File: config.mk
export PLATFORM = sky130hd
export DESIGN_NAME = pfm_pin_mux
export DESIGN_NICKNAME = d
export VERILOG_FILES = /design/src/design/pfm_pkg.sv /design/src/design/pfm_pin_mux.sv
export VERILOG_INCLUDE_DIRS = /design/src /design/src/design
export SDC_FILE = /design/constraint.sdc
export NUM_CORES = 1
export LEC_CHECK = 0
export ABC_AREA = 1
export BUFFER_PORTS_ARGS = -buffer_cell sky130_fd_sc_hd__buf_2
export CORE_AREA = 2 2 470 472
export DETAILED_ROUTE_END_ITERATION = 12
export DIE_AREA = 0 0 472 474
export GPL_ROUTABILITY_DRIVEN = 0
export GPL_TIMING_DRIVEN = 0
export PLACE_DENSITY_LB_ADDON = 0.2
export SLEW_MARGIN = 20
export SYNTH_ARGS = -nofsm -noshare
export SYNTH_HDL_FRONTEND = slang
export SYNTH_SLANG_ARGS = --single-unit
File: constraint.sdc
create_clock -name ref_clk -period 2.04 [get_ports ref_clk]
set_clock_uncertainty 0.1 [all_clocks]
set_input_delay 0.102 -clock ref_clk [delete_from_list [all_inputs] [get_ports ref_clk]]
set_output_delay 0.102 -clock ref_clk [all_outputs]
set_load 0.02 [all_outputs]
File: src/design/pfm_consts.svh
// Address, field, reset, code and strap constants for the port pin function multiplexer.
`ifndef PFM_CONSTS_SVH
`define PFM_CONSTS_SVH

// Byte addresses of the two selector registers.
`define PFM_ADDR_P0H 32'hE002C004
`define PFM_ADDR_WIDE 32'hE002C014

// Reset value of the port 0 high selector: pins 27 to 30 start on code 01.
`define PFM_P0H_RESET 32'h15400000

// Valid selector codes, four bits per pin from pin 16 upward; bit k set means code k valid.
`define PFM_P0H_VALID 64'h0FFFF0333DBFFFF7

// Field positions inside the wide group selector.
`define PFM_WIDE_DEBUG 2
`define PFM_WIDE_TRACE 3
`define PFM_WIDE_BUS_LO 4
`define PFM_WIDE_ANA6 6
`define PFM_WIDE_ANA7 7
`define PFM_WIDE_WE 8

// Reset values of the fields that do not come from straps.
`define PFM_WIDE_ANA6_RESET 1'h1
`define PFM_WIDE_ANA7_RESET 1'h1
`define PFM_WIDE_WE_RESET 1'h0

// Bus field codes.
`define PFM_BUS_8 2'h0
`define PFM_BUS_16 2'h1
`define PFM_BUS_32 2'h2
`define PFM_BUS_NONE 2'h3

// Strap pin positions inside the wide pad vector (port 1 pins 26 and 20).
`define PFM_STRAP_RETURNED_TEST_CLOCK_BIT 26
`define PFM_STRAP_TSYNC_BIT 20

`endif

File: src/design/pfm_pkg.sv
// Types shared by the port pin function multiplexer.
package pfm_pkg;

  // Strap capture sequence after reset, Gray coded.
  typedef enum logic [1:0] {
    PFM_WAIT0 = 2'h0,
    PFM_WAIT1 = 2'h1,
    PFM_LOAD = 2'h3,
    PFM_RUN = 2'h2
  } pfm_state_e;

  // Whole state of the multiplexer, registered in one place.
  typedef struct packed {
    pfm_state_e st;
    logic [15:0] p0_s1;
    logic [15:0] p0_s2;
    logic [95:0] pw_s1;
    logic [95:0] pw_s2;
    logic [1:0] boot_s1;
    logic [1:0] boot_s2;
    logic [31:0] sel1;
    logic [8:2] sel2;
    logic [31:0] rd_data;
    logic [15:0] p0_out;
    logic [15:0] p0_oe_n;
    logic [15:0] p0_gin;
    logic [47:0] p0_fin;
    logic [95:0] pw_out;
    logic [95:0] pw_oe_n;
    logic [95:0] pw_gin;
    logic [95:0] pw_ain;
    logic ana6;
    logic ana7;
  } pfm_state_s;

endpackage : pfm_pkg

File: src/design/pfm_pin_mux.sv
// Pin function multiplexer for port 0 pins 16 to 31 and the wide pin groups.
`include "pfm_consts.svh"
`timescale 1ns/1ns
`default_nettype none

module pfm_pin_mux (
  input wire logic ref_clk,
  input wire logic rst_n,
  // Register port: byte address, write data and one-cycle strobes.
  input wire logic [31:0] reg_addr,
  input wire logic [31:0] reg_wdata,
  input wire logic reg_wr,
  input wire logic reg_rd,
  output logic [31:0] reg_rdata,
  // Boot straps; they seed the bus width field once after reset.
  input wire logic [1:0] boot_select_pins,
  // Port 0 pins 16 to 31: bit i of each vector belongs to pin 16 plus i.
  // Peripheral vectors hold three slots per pin, one per non-GPIO code.
  input wire logic [15:0] p0_pad_in,
  output logic [15:0] p0_pad_out,
  output logic [15:0] p0_pad_oe_n,
  input wire logic [15:0] p0_gpio_out,
  input wire logic [15:0] p0_gpio_direction_register,
  output logic [15:0] p0_gpio_in,
  input wire logic [47:0] p0_func_out,
  input wire logic [47:0] p0_func_oe,
  output logic [47:0] p0_func_in,
  // Port 1: debug and trace groups, memory chip select and output enable.
  input wire logic [31:0] p1_pad_in,
  output logic [31:0] p1_pad_out,
  output logic [31:0] p1_pad_oe_n,
  input wire logic [31:0] p1_gpio_out,
  input wire logic [31:0] p1_gpio_direction_register,
  output logic [31:0] p1_gpio_in,
  input wire logic [31:0] p1_alt_out,
  input wire logic [31:0] p1_alt_oe,
  output logic [31:0] p1_alt_in,
  // Port 2: the external memory data bus, widened by the bus field.
  input wire logic [31:0] p2_pad_in,
  output logic [31:0] p2_pad_out,
  output logic [31:0] p2_pad_oe_n,
  input wire logic [31:0] p2_gpio_out,
  input wire logic [31:0] p2_gpio_direction_register,
  output logic [31:0] p2_gpio_in,
  input wire logic [31:0] p2_alt_out,
  input wire logic [31:0] p2_alt_oe,
  output logic [31:0] p2_alt_in,
  // Port 3: byte lanes, write strobe and the two analog capable pins.
  input wire logic [31:0] p3_pad_in,
  output logic [31:0] p3_pad_out,
  output logic [31:0] p3_pad_oe_n,
  input wire logic [31:0] p3_gpio_out,
  input wire logic [31:0] p3_gpio_direction_register,
  output logic [31:0] p3_gpio_in,
  input wire logic [31:0] p3_alt_out,
  input wire logic [31:0] p3_alt_oe,
  output logic [31:0] p3_alt_in,
  // Analog flags tell the converter that its pin is free of digital use.
  output logic analog_input_six,
  output logic analog_input_seven
);

  import pfm_pkg::*;

  // Timing overview of the block.
  // A selector write lands on the edge that takes the strobe.
  // The pads switch one edge later, because every output is registered.
  // A pad level reaches its owner three edges after it changes on the pin:
  // two synchroniser stages and the registered routing stage.
  // Software must therefore allow a few cycles between a write and the
  // first use of a newly routed input.
  // The straps are read from the second synchroniser stage only, so a
  // strap that moves near the release of reset cannot leave a half value.
  // A write that arrives in the strap load cycle is dropped on purpose:
  // letting it win would make the reset state depend on software timing.
  // Reserved codes release the pad and keep every function idle; this
  // costs nothing and keeps a wrong setting from fighting an outside driver.
  // Direction of a peripheral pin comes from the peripheral alone, so a
  // stale GPIO direction bit can never turn a receive pin into an output.
  // Analog mode hides the pin from both digital users and releases the pad,
  // so the converter sees the outside level without a digital load on it.

  // Current and next state of the whole block.
  pfm_state_s s_r;
  pfm_state_s s_nxt;

  // Table of legal selector codes for port 0 pins 16 to 31.
  localparam logic [63:0] P0_VALID = `PFM_P0H_VALID;

  // Drive of one pad: returns output level and drive enable, active high.
  // A pad that neither GPIO nor a peripheral owns is left undriven.
  // A peripheral always wins over GPIO, so a pin has one driver at most.
  // The same function serves both the port 0 and the wide pin loops.
  function automatic logic [1:0] pfm_route(
    input logic gpio_sel,
    input logic alt_sel,
    input logic gpio_o,
    input logic gpio_dir,
    input logic alt_o,
    input logic alt_en
  );
    logic [1:0] r;
    r = 2'h0;
    if (alt_sel) begin
      r = {alt_o, alt_en};
    end else if (gpio_sel) begin
      r = {gpio_o, gpio_dir};
    end
    return r;
  endfunction : pfm_route

  // Wide groups are handled as one 96-bit vector: port 1 low, port 3 high.
  logic [95:0] w_gpio_out;
  logic [95:0] w_gpio_dir;
  logic [95:0] w_alt_out;
  logic [95:0] w_alt_oe;

  // Gathering of the wide group inputs.
  assign w_gpio_out = {p3_gpio_out, p2_gpio_out, p1_gpio_out};
  assign w_gpio_dir = {p3_gpio_direction_register, p2_gpio_direction_register,
                       p1_gpio_direction_register};
  assign w_alt_out = {p3_alt_out, p2_alt_out, p1_alt_out};
  assign w_alt_oe = {p3_alt_oe, p2_alt_oe, p1_alt_oe};

  // All next-state logic: synchronisers, strap capture, registers and routing.
  always_comb begin
    logic [1:0] code;
    logic [1:0] idx;
    logic ok;
    logic gs;
    logic as;
    logic [1:0] r;
    logic [1:0] bus;
    logic mem_lo;
    logic mem_mid;
    logic mem_hi;
    logic [95:0] wsel;
    logic [95:0] wana;
    code = 2'h0;
    idx = 2'h0;
    ok = 1'b0;
    gs = 1'b0;
    as = 1'b0;
    r = 2'h0;
    // Every local starts from a constant so no path leaves a latch behind.
    bus = 2'h0;
    mem_lo = 1'b0;
    mem_mid = 1'b0;
    mem_hi = 1'b0;
    wsel = 96'h0;
    wana = 96'h0;
    s_nxt = s_r;

    // Pad and strap inputs come from outside and pass two flops first.
    s_nxt.p0_s1 = p0_pad_in;
    s_nxt.p0_s2 = s_r.p0_s1;
    s_nxt.pw_s1 = {p3_pad_in, p2_pad_in, p1_pad_in};
    s_nxt.pw_s2 = s_r.pw_s1;
    s_nxt.boot_s1 = boot_select_pins;
    s_nxt.boot_s2 = s_r.boot_s1;

    // Straps are caught once, two cycles after release, when the second stage holds them.
    case (s_r.st)
      PFM_WAIT0: begin
        // First stage of the synchronisers is filling.
        s_nxt.st = PFM_WAIT1;
      end
      PFM_WAIT1: begin
        // Second stage is filling; the strap levels are not yet safe.
        s_nxt.st = PFM_LOAD;
      end
      PFM_LOAD: begin
        s_nxt.sel2[`PFM_WIDE_DEBUG] = s_r.pw_s2[`PFM_STRAP_RETURNED_TEST_CLOCK_BIT];
        s_nxt.sel2[`PFM_WIDE_TRACE] = s_r.pw_s2[`PFM_STRAP_TSYNC_BIT];
        s_nxt.sel2[`PFM_WIDE_BUS_LO +: 2] = s_r.boot_s2;
        s_nxt.st = PFM_RUN;
      end
      PFM_RUN: begin
        // Straps are ignored from here on; only software changes the fields.
        s_nxt.st = PFM_RUN;
      end
      default: begin
        // An illegal state restarts the capture rather than running unseeded.
        s_nxt.st = PFM_WAIT0;
      end
    endcase

    // Register writes; a write in the load cycle is dropped, to either register.
    if (reg_wr && s_r.st != PFM_LOAD) begin
      if (reg_addr == `PFM_ADDR_P0H) begin
        s_nxt.sel1 = reg_wdata;
      end else if (reg_addr == `PFM_ADDR_WIDE) begin
        s_nxt.sel2 = reg_wdata[8:2];
      end
    end

    // Read data stand in the cycle after the strobe only; unmapped reads give zero.
    s_nxt.rd_data = 32'h00000000;
    if (reg_rd) begin
      if (reg_addr == `PFM_ADDR_P0H) begin
        s_nxt.rd_data = s_r.sel1;
      end else if (reg_addr == `PFM_ADDR_WIDE) begin
        s_nxt.rd_data = {23'h000000, s_r.sel2, 2'h0};
      end
    end

    // Port 0 high pins: the two-bit code picks GPIO or one of three slots.
    // Reserved codes leave the pin undriven and every function idle, the safest answer
    // to a setting that software must not make.
    s_nxt.p0_fin = 48'h000000000000;
    for (int i = 0; i < 16; i++) begin
      code = s_r.sel1[2*i +: 2];
      ok = P0_VALID[4*i + code];
      gs = ok && (code == 2'h0);
      as = ok && (code != 2'h0);
      idx = (code == 2'h0) ? 2'h0 : code - 2'h1;
      r = pfm_route(gs, as, p0_gpio_out[i], p0_gpio_direction_register[i],
                    p0_func_out[3*i + idx], p0_func_oe[3*i + idx]);
      s_nxt.p0_out[i] = r[1];
      s_nxt.p0_oe_n[i] = ~r[0];
      s_nxt.p0_gin[i] = gs & s_r.p0_s2[i];
      s_nxt.p0_fin[3*i + idx] = as & s_r.p0_s2[i];
    end

    // Bus width decode for the memory interface pins.
    bus = s_r.sel2[`PFM_WIDE_BUS_LO +: 2];
    mem_lo = (bus != `PFM_BUS_NONE);
    mem_mid = (bus == `PFM_BUS_16) || (bus == `PFM_BUS_32);
    mem_hi = (bus == `PFM_BUS_32);

    // Peripheral ownership of each wide pin.
    wsel = 96'h0;
    wsel[31:26] = {6{s_r.sel2[`PFM_WIDE_DEBUG]}};
    wsel[25:16] = {10{s_r.sel2[`PFM_WIDE_TRACE]}};
    wsel[1:0] = {2{mem_lo}};
    wsel[39:32] = {8{mem_lo}};
    wsel[47:40] = {8{mem_mid}};
    wsel[63:48] = {16{mem_hi}};
    wsel[95] = mem_lo;
    wsel[94] = mem_mid;
    wsel[93] = mem_hi;
    wsel[92] = mem_hi;
    wsel[91] = s_r.sel2[`PFM_WIDE_WE];

    // Analog use of port 3 pins 29 and 28 applies only below full bus width.
    wana = 96'h0;
    wana[93] = ~mem_hi & s_r.sel2[`PFM_WIDE_ANA6];
    wana[92] = ~mem_hi & s_r.sel2[`PFM_WIDE_ANA7];
    s_nxt.ana6 = wana[93];
    s_nxt.ana7 = wana[92];

    // Wide pins: analog mode releases the pad and hides it from both digital users.
    // A pin that is neither owned nor analog falls back to GPIO.
    for (int j = 0; j < 96; j++) begin
      gs = ~wsel[j] & ~wana[j];
      as = wsel[j];
      r = pfm_route(gs, as, w_gpio_out[j], w_gpio_dir[j], w_alt_out[j], w_alt_oe[j]);
      s_nxt.pw_out[j] = r[1];
      s_nxt.pw_oe_n[j] = ~r[0];
      s_nxt.pw_gin[j] = gs & s_r.pw_s2[j];
      s_nxt.pw_ain[j] = as & s_r.pw_s2[j];
    end
  end

  // The single state register; reset loads constants only, straps come later.
  // Pads are released only until the first edge; after it the reset selector values,
  // with the bus field on the 8-bit code, choose owners before the straps load.
  always_ff @(posedge ref_clk or negedge rst_n) begin
    if (!rst_n) begin
      s_r <= '0;
      s_r.st <= PFM_WAIT0;
      s_r.sel1 <= `PFM_P0H_RESET;
      s_r.sel2[`PFM_WIDE_ANA6] <= `PFM_WIDE_ANA6_RESET;
      s_r.sel2[`PFM_WIDE_ANA7] <= `PFM_WIDE_ANA7_RESET;
      s_r.sel2[`PFM_WIDE_WE] <= `PFM_WIDE_WE_RESET;
      s_r.p0_oe_n <= 16'hFFFF;
      s_r.pw_oe_n <= {96{1'b1}};
    end else begin
      s_r <= s_nxt;
    end
  end

  // Every output is a bit of the state register.
  // Read data stand one cycle after the strobe and are zero otherwise.
  assign reg_rdata = s_r.rd_data;
  // Port 0 pad drive and the levels handed to GPIO and peripherals.
  assign p0_pad_out = s_r.p0_out;
  assign p0_pad_oe_n = s_r.p0_oe_n;
  assign p0_gpio_in = s_r.p0_gin;
  assign p0_func_in = s_r.p0_fin;
  // The wide vector is split back into its three ports, port 1 lowest.
  assign p1_pad_out = s_r.pw_out[31:0];
  assign p2_pad_out = s_r.pw_out[63:32];
  assign p3_pad_out = s_r.pw_out[95:64];
  assign p1_pad_oe_n = s_r.pw_oe_n[31:0];
  assign p2_pad_oe_n = s_r.pw_oe_n[63:32];
  assign p3_pad_oe_n = s_r.pw_oe_n[95:64];
  // Inputs of functions that do not own a pin stay low.
  assign p1_gpio_in = s_r.pw_gin[31:0];
  assign p2_gpio_in = s_r.pw_gin[63:32];
  assign p3_gpio_in = s_r.pw_gin[95:64];
  assign p1_alt_in = s_r.pw_ain[31:0];
  assign p2_alt_in = s_r.pw_ain[63:32];
  assign p3_alt_in = s_r.pw_ain[95:64];
  // Analog flags are low whenever the full bus width claims the pins.
  assign analog_input_six = s_r.ana6;
  assign analog_input_seven = s_r.ana7;

endmodule : pfm_pin_mux
`default_nettype wire

; ---- Yosys cells after proc, flatten, opt, wreduce, memory -nomap -nowiden
; Memory sizes are Yosys's and may differ from the RTL's.
; Index checks and enable logic that the tools add are counted.
[word_totals]
input_bits = 694
reg_bits = 742
output_inout_bits = 514
mem_count = 15
rom_bits = 960
[mem_list]
columns = memory, words, width, read_ports, rd_ports_with_merged_regs, write_ports, line_no
row1 = (name not given), 64, 1, 1, 0, 0, pfm_pin_mux.sv:213  ; ok = P0_VALID[4*i + code];
row2 = (name not given), 64, 1, 1, 0, 0, pfm_pin_mux.sv:213
row3 = (name not given), 64, 1, 1, 0, 0, pfm_pin_mux.sv:213
row4 = (name not given), 64, 1, 1, 0, 0, pfm_pin_mux.sv:213
row5 = (name not given), 64, 1, 1, 0, 0, pfm_pin_mux.sv:213
row6 = (name not given), 64, 1, 1, 0, 0, pfm_pin_mux.sv:213
row7 = 9 more memories, -, -, -, -, -, -
[op_classes]
n_addsub = 46
mux = 241
bitwise = 268
n_reduce_logical = 86
order_cmp = 48
eq_ne = 9
[op_table]
columns = cell, count
row1 = $bwmux 48, 15
row2 = $mux 2, 105
row3 = $bmux 1 s6, 30
row4 = $and 1x1->1, 146
row5 = $not 1->1, 121
row6 = $add 6x2->7 const A, 13
row7 = $lt 7x7->1 const B, 13
row8 = $demux 1 s6, 15
row9 = $eq 32x32->1 const B, 2
row10 = $mux 1, 64
row11 = $mux 32, 2
row12 = $lt 6x7->1 const B, 9
row13 = $add 5x2->6 const A, 9
row14 = $logic_and 1x1->1, 49
row15 = $and 48x4->48, 1
row16 = $ge 7x1->1 const B, 5
row17 = $lt 5x7->1 const B, 5
row18 = $logic_not 2->1, 17
row19 = $reduce_bool 2->1, 16
row20 = $sub 2x1->2 const B, 16
row21 = $ge 6x1->1 const B, 5
row22 = $add 4x2->5 const A, 5
row23 = $mux 4, 4
row24 = $ge 5x1->1 const B, 3
row25 = 19 further kinds, 28

; ---- Depth between registers and ports, before layout
[depth]
ltp_word = 22
depth_mapped = 11

; ---- Worst setup path after synthesis
; Ideal clock, no wire load.
[synth_path]
path_kind = register to register
start = reg s_r[539] (netlist name)
end = reg s_r, in the netlist p0_pad_out[9]
path_buffers = 1
path_slack_ns = 0.285
arrival_time_ns = 1.538
stages_incl_launch_ff = 12
period_less_slack_ns = 1.755
path_cell_list = dfrtp_1 -> inv_1 -> nand2_1 -> buf_4 -> ha_1 -> nand2_1 -> inv_1 -> o21ai_0 -> a21oi_1 -> nor2_1 -> nand2_1 -> nand2_1
[synth_rtl]
columns = item, line_no
row1 = from (decl), pfm_pin_mux.sv:84  ; pfm_state_s s_r;
row2 = from (signal assigned), pfm_pin_mux.sv:279  ; s_r <= s_nxt;

==> metrics.yaml <==
status:
  outcome: "complete, but fails checks"
  failed_checks: "negative hold slack"
timing:
  relSlewSlack_pct: 51.40
  setup_viol: 0
  setup-tns-final_ps: 0
  worst_slack_ps: 91.88
  finalHoldViolCount: 213
  period_needed_ps: 1948
  fmaxAchievable_mhz: 513.3
  post-route-period-util_pct: 95.50
  slew_viol_final: 0
  tightest_slew_ps: 729.0
  hold_ws_ps: -653.1
pwr:
  leakage_nw: 25.93
  comb_power_share_pct: 14.2
  internal-power_mw: 28.49
  seqPwrFrac_pct: 40.3
  p_total_mw: 38.50
  p_switching_mw: 10.00
  ir_drop_mv: 0.6142
  powerDensity_nw_per_um2: 748.0
  p_clk_share_pct: 45.5
  swShare_pct: 25.99
route:
  routed_wl_mm: 127.8
  met2RoutedLength_mm: 63.09
  drt_first_iter_violations: 818
  drc: 0
  met3_length_mm: 9.656
  wl_per_cell_um: 16.57
  dr.pass1.iters: 5
  routedLengthMet1_mm: 49.16
  vias_per_cell: 3.187
  route.top_layer_used: "met5"
  vias: 24592
  drtAntennaViolNets: 0
layout:
  fin_util_pct: 23.54
  stdcell_area_um2: 51460
  largest_register_ffs: 153
  area_delta_synth_final_pct: 82.00
  finalNonFillerCells: 7716
  finish.net_count: 5464
  drive_gt1_share_pct: 41.25
clocking:
  cts_buffer_depth: 3
  hold_buffers: 1017
  root_buffer: "clkbuf_16"
  h-tree-depth: 3
  insertion_delay_ps: 720
  path_clk_slew_ps: 60
  cts_tree: "built"
  numCtsBuffers: 97
  cts_sinks: 730
floorplanning:
  core_um2: 218700
  ios: 1208
  num_rows: 172
  initial_core_util_pct: 12.93
  dieArea_um2: 223700
  die_width_um: 472
  die_height_um: 474
critical_path:
  cp-endpoint: "reg_rdata[6]"
  critPathLaunchType: "input pin"
  crit_fanout: 10
  setup.worst_path.start: "reg_addr[27]"
  cp-end-kind: "flop"
  r2r_setup_slack_ps: 130
  required_ps: 2580
  crit_arrival_ps: 2490
  criticalPathCategory: "in -> reg"
  rr_endpoint: "p0_pad_oe_n[1]"
  reg2reg_from: "s_r[523]"
  worst_r2r_path_depth: 11
yosys:
  synth_seq_area_share_pct: 65.12
  async_flop_share_pct: 100.0
  syn_area_um2: 28280
  ys_ff_latch: 730
  synth_edf_count: 0
  yosysWarnings: 0
  ys_types: 38
  syn_inst: 2505
  dominantRegCellSynth: "dfrtp_1"
  avgSynthCellArea_um2: 11.29
placement:
  port_buffers: 1059
  dpl_worst_slack_ps: -793.9
  hpwl_mm: 95.64
  dp_cells: 6496
  dpl_cell_area_um2: 37580
grt:
  grt_pass1_vias: 26596
  track_usage_pct: 11.16
  grt_max_degree: 126
  grt_pass1_wl_mm: 181.1
  overflow: 0
  antenna_found_initial: 30
hold_path:
  hold_class: "in -> async"
flow_run:
  maxCapViolations: 0
power groups by stage:
| stage | logic [mW] | clock network (mW) | registers (mW) |
|---|---|---|---|
| after global placement | 3.88 | 0 | 15.8 |
| after detailed placement | 3.93 | 0 | 15.8 |
| after floorplan | 1.96 | 0 | 15.7 |
| after global routing | 5.91 | 19.1 | 15.6 |
| after CTS | 5.55 | 18.5 | 15.5 |
| final | 5.46 | 17.5 | 15.5 |
how the worst min path moves through the flow:
stage	slack, ps	start	end	cells after the start
final	-650	rst_n	s_nxt[628]	3
after global routing	-710	rst_n	s_nxt[628]	3
after CTS	-760	rst_n	s_nxt[571]	3
after detailed placement	-60	rst_n	s_nxt[571]	1
after global placement	110	p3_gpio_out[9]	p3_pad_out[9]	1
after floorplan	-290	rst_n	analog_input_seven	0
placed cells by master, fill, tap and decap left out, types with 4 or more instances in the layout:
master / n
clkinv_2: 12
inv_2: 7
ha_1: 15
nor2_4: 5
nor2_2: 5
clkbuf_1: 33
nand2_1: 371
mux2i_1: 50
a21oi_1: 23
nand4_1: 4
buf_16: 9
diode_2: 13
clkinv_4: 5
nand2_2: 6
nand3_1: 123
nor2_1: 176
inv_1: 287
clkbuf_8: 22
ha_4: 4
dfrtp_1: 607
conb_1: 56
buf_2: 1081
clkbuf_16: 97
dfrtp_2: 7
o22ai_1: 6
buf_6: 9
nor3b_1: 5
mux2_2: 38
dlygate4sd3_1: 1015
dfstp_2: 116
bufinv_16: 5
a22oi_1: 4
buf_4: 526
nor3_1: 8
o21ai_0: 35
clkinvlp_4: 7
o211ai_1: 4
cell usage after synthesis, types with 2 or more instances:
cell type | count | share of area [%]
a21oi_1 | 23 | 0.41
a22o_1 | 2 | 0.062
a22oi_1 | 4 | 0.11
a31oi_1 | 3 | 0.066
buf_1 | 3 | 0.040
buf_2 | 34 | 0.60
buf_4 | 513 | 14
buf_6 | 2 | 0.080
clkbuf_1 | 13 | 0.17
conb_1 | 2 | 0.027
dfrtp_1 | 614 | 54
dfstp_2 | 116 | 11
ha_1 | 22 | 0.97
inv_1 | 295 | 3.9
mux2_2 | 39 | 1.6
mux2i_1 | 53 | 1.9
nand2_1 | 379 | 5.0
nand3_1 | 123 | 2.2
nand4_1 | 4 | 0.088
nor2_1 | 182 | 2.4
nor2_2 | 3 | 0.066
nor3_1 | 8 | 0.14
nor3b_1 | 5 | 0.13
o2111ai_1 | 2 | 0.062
o211ai_1 | 4 | 0.11
o21a_1 | 2 | 0.053
o21ai_0 | 37 | 0.65
o221ai_1 | 2 | 0.062
o22ai_1 | 6 | 0.13
or2_2 | 2 | 0.044
worst max-delay path: stages:
cell and delay (ps):
dlygate4sd3_1 530, buf_2 140, nor2_1 90, dlygate4sd3_1 550, nand2_1 60, nor2_2 150, nand2_2 140, nor2_4 210
buf_6 170, buf_6 160, nand3_1 80, nand2_1 90
logic make-up after synthesis:
| group | after synthesis | synth area share, % |
|---|---|---|
| DFF | 730 | 65.12 |
| AOI/OAI and AO/OA | 87 | 1.770 |
| other | 2 | 0.02656 |
| buffers and inverters | 861 | 18.44 |
| and+or+nand+nor | 711 | 10.24 |
| adders and majority gates | 22 | 0.9734 |
| muxes | 92 | 3.429 |
area by class of cell:
type	count	area (um^2)
sequential	730	18420
clock buffer	148	2829
buffer	561	4192
multi-input combinational	968	5016
antenna	13	32.53
tap	2871	3592
timing repair buffer	2094	15820
inverter	296	1120
fill	23630	167200
clock inverter	35	442.9
layer usage:
layer,up-vias,track usage (%)
met5,-,0
met4,10,5.425
met3,239,3.467
met2,976,19.48
met1,11756,12.24
li1,11611,-
what timing repair did:
item / in CTS / in global routing
gates resized for setup: 56 / 38
pin swaps: 2 / 3
setup endpoints to repair: 180 / 75
hold endpoints to repair: 627 / 213
buffers inserted: 6 / 5
(Power assumes the default switching activity.)
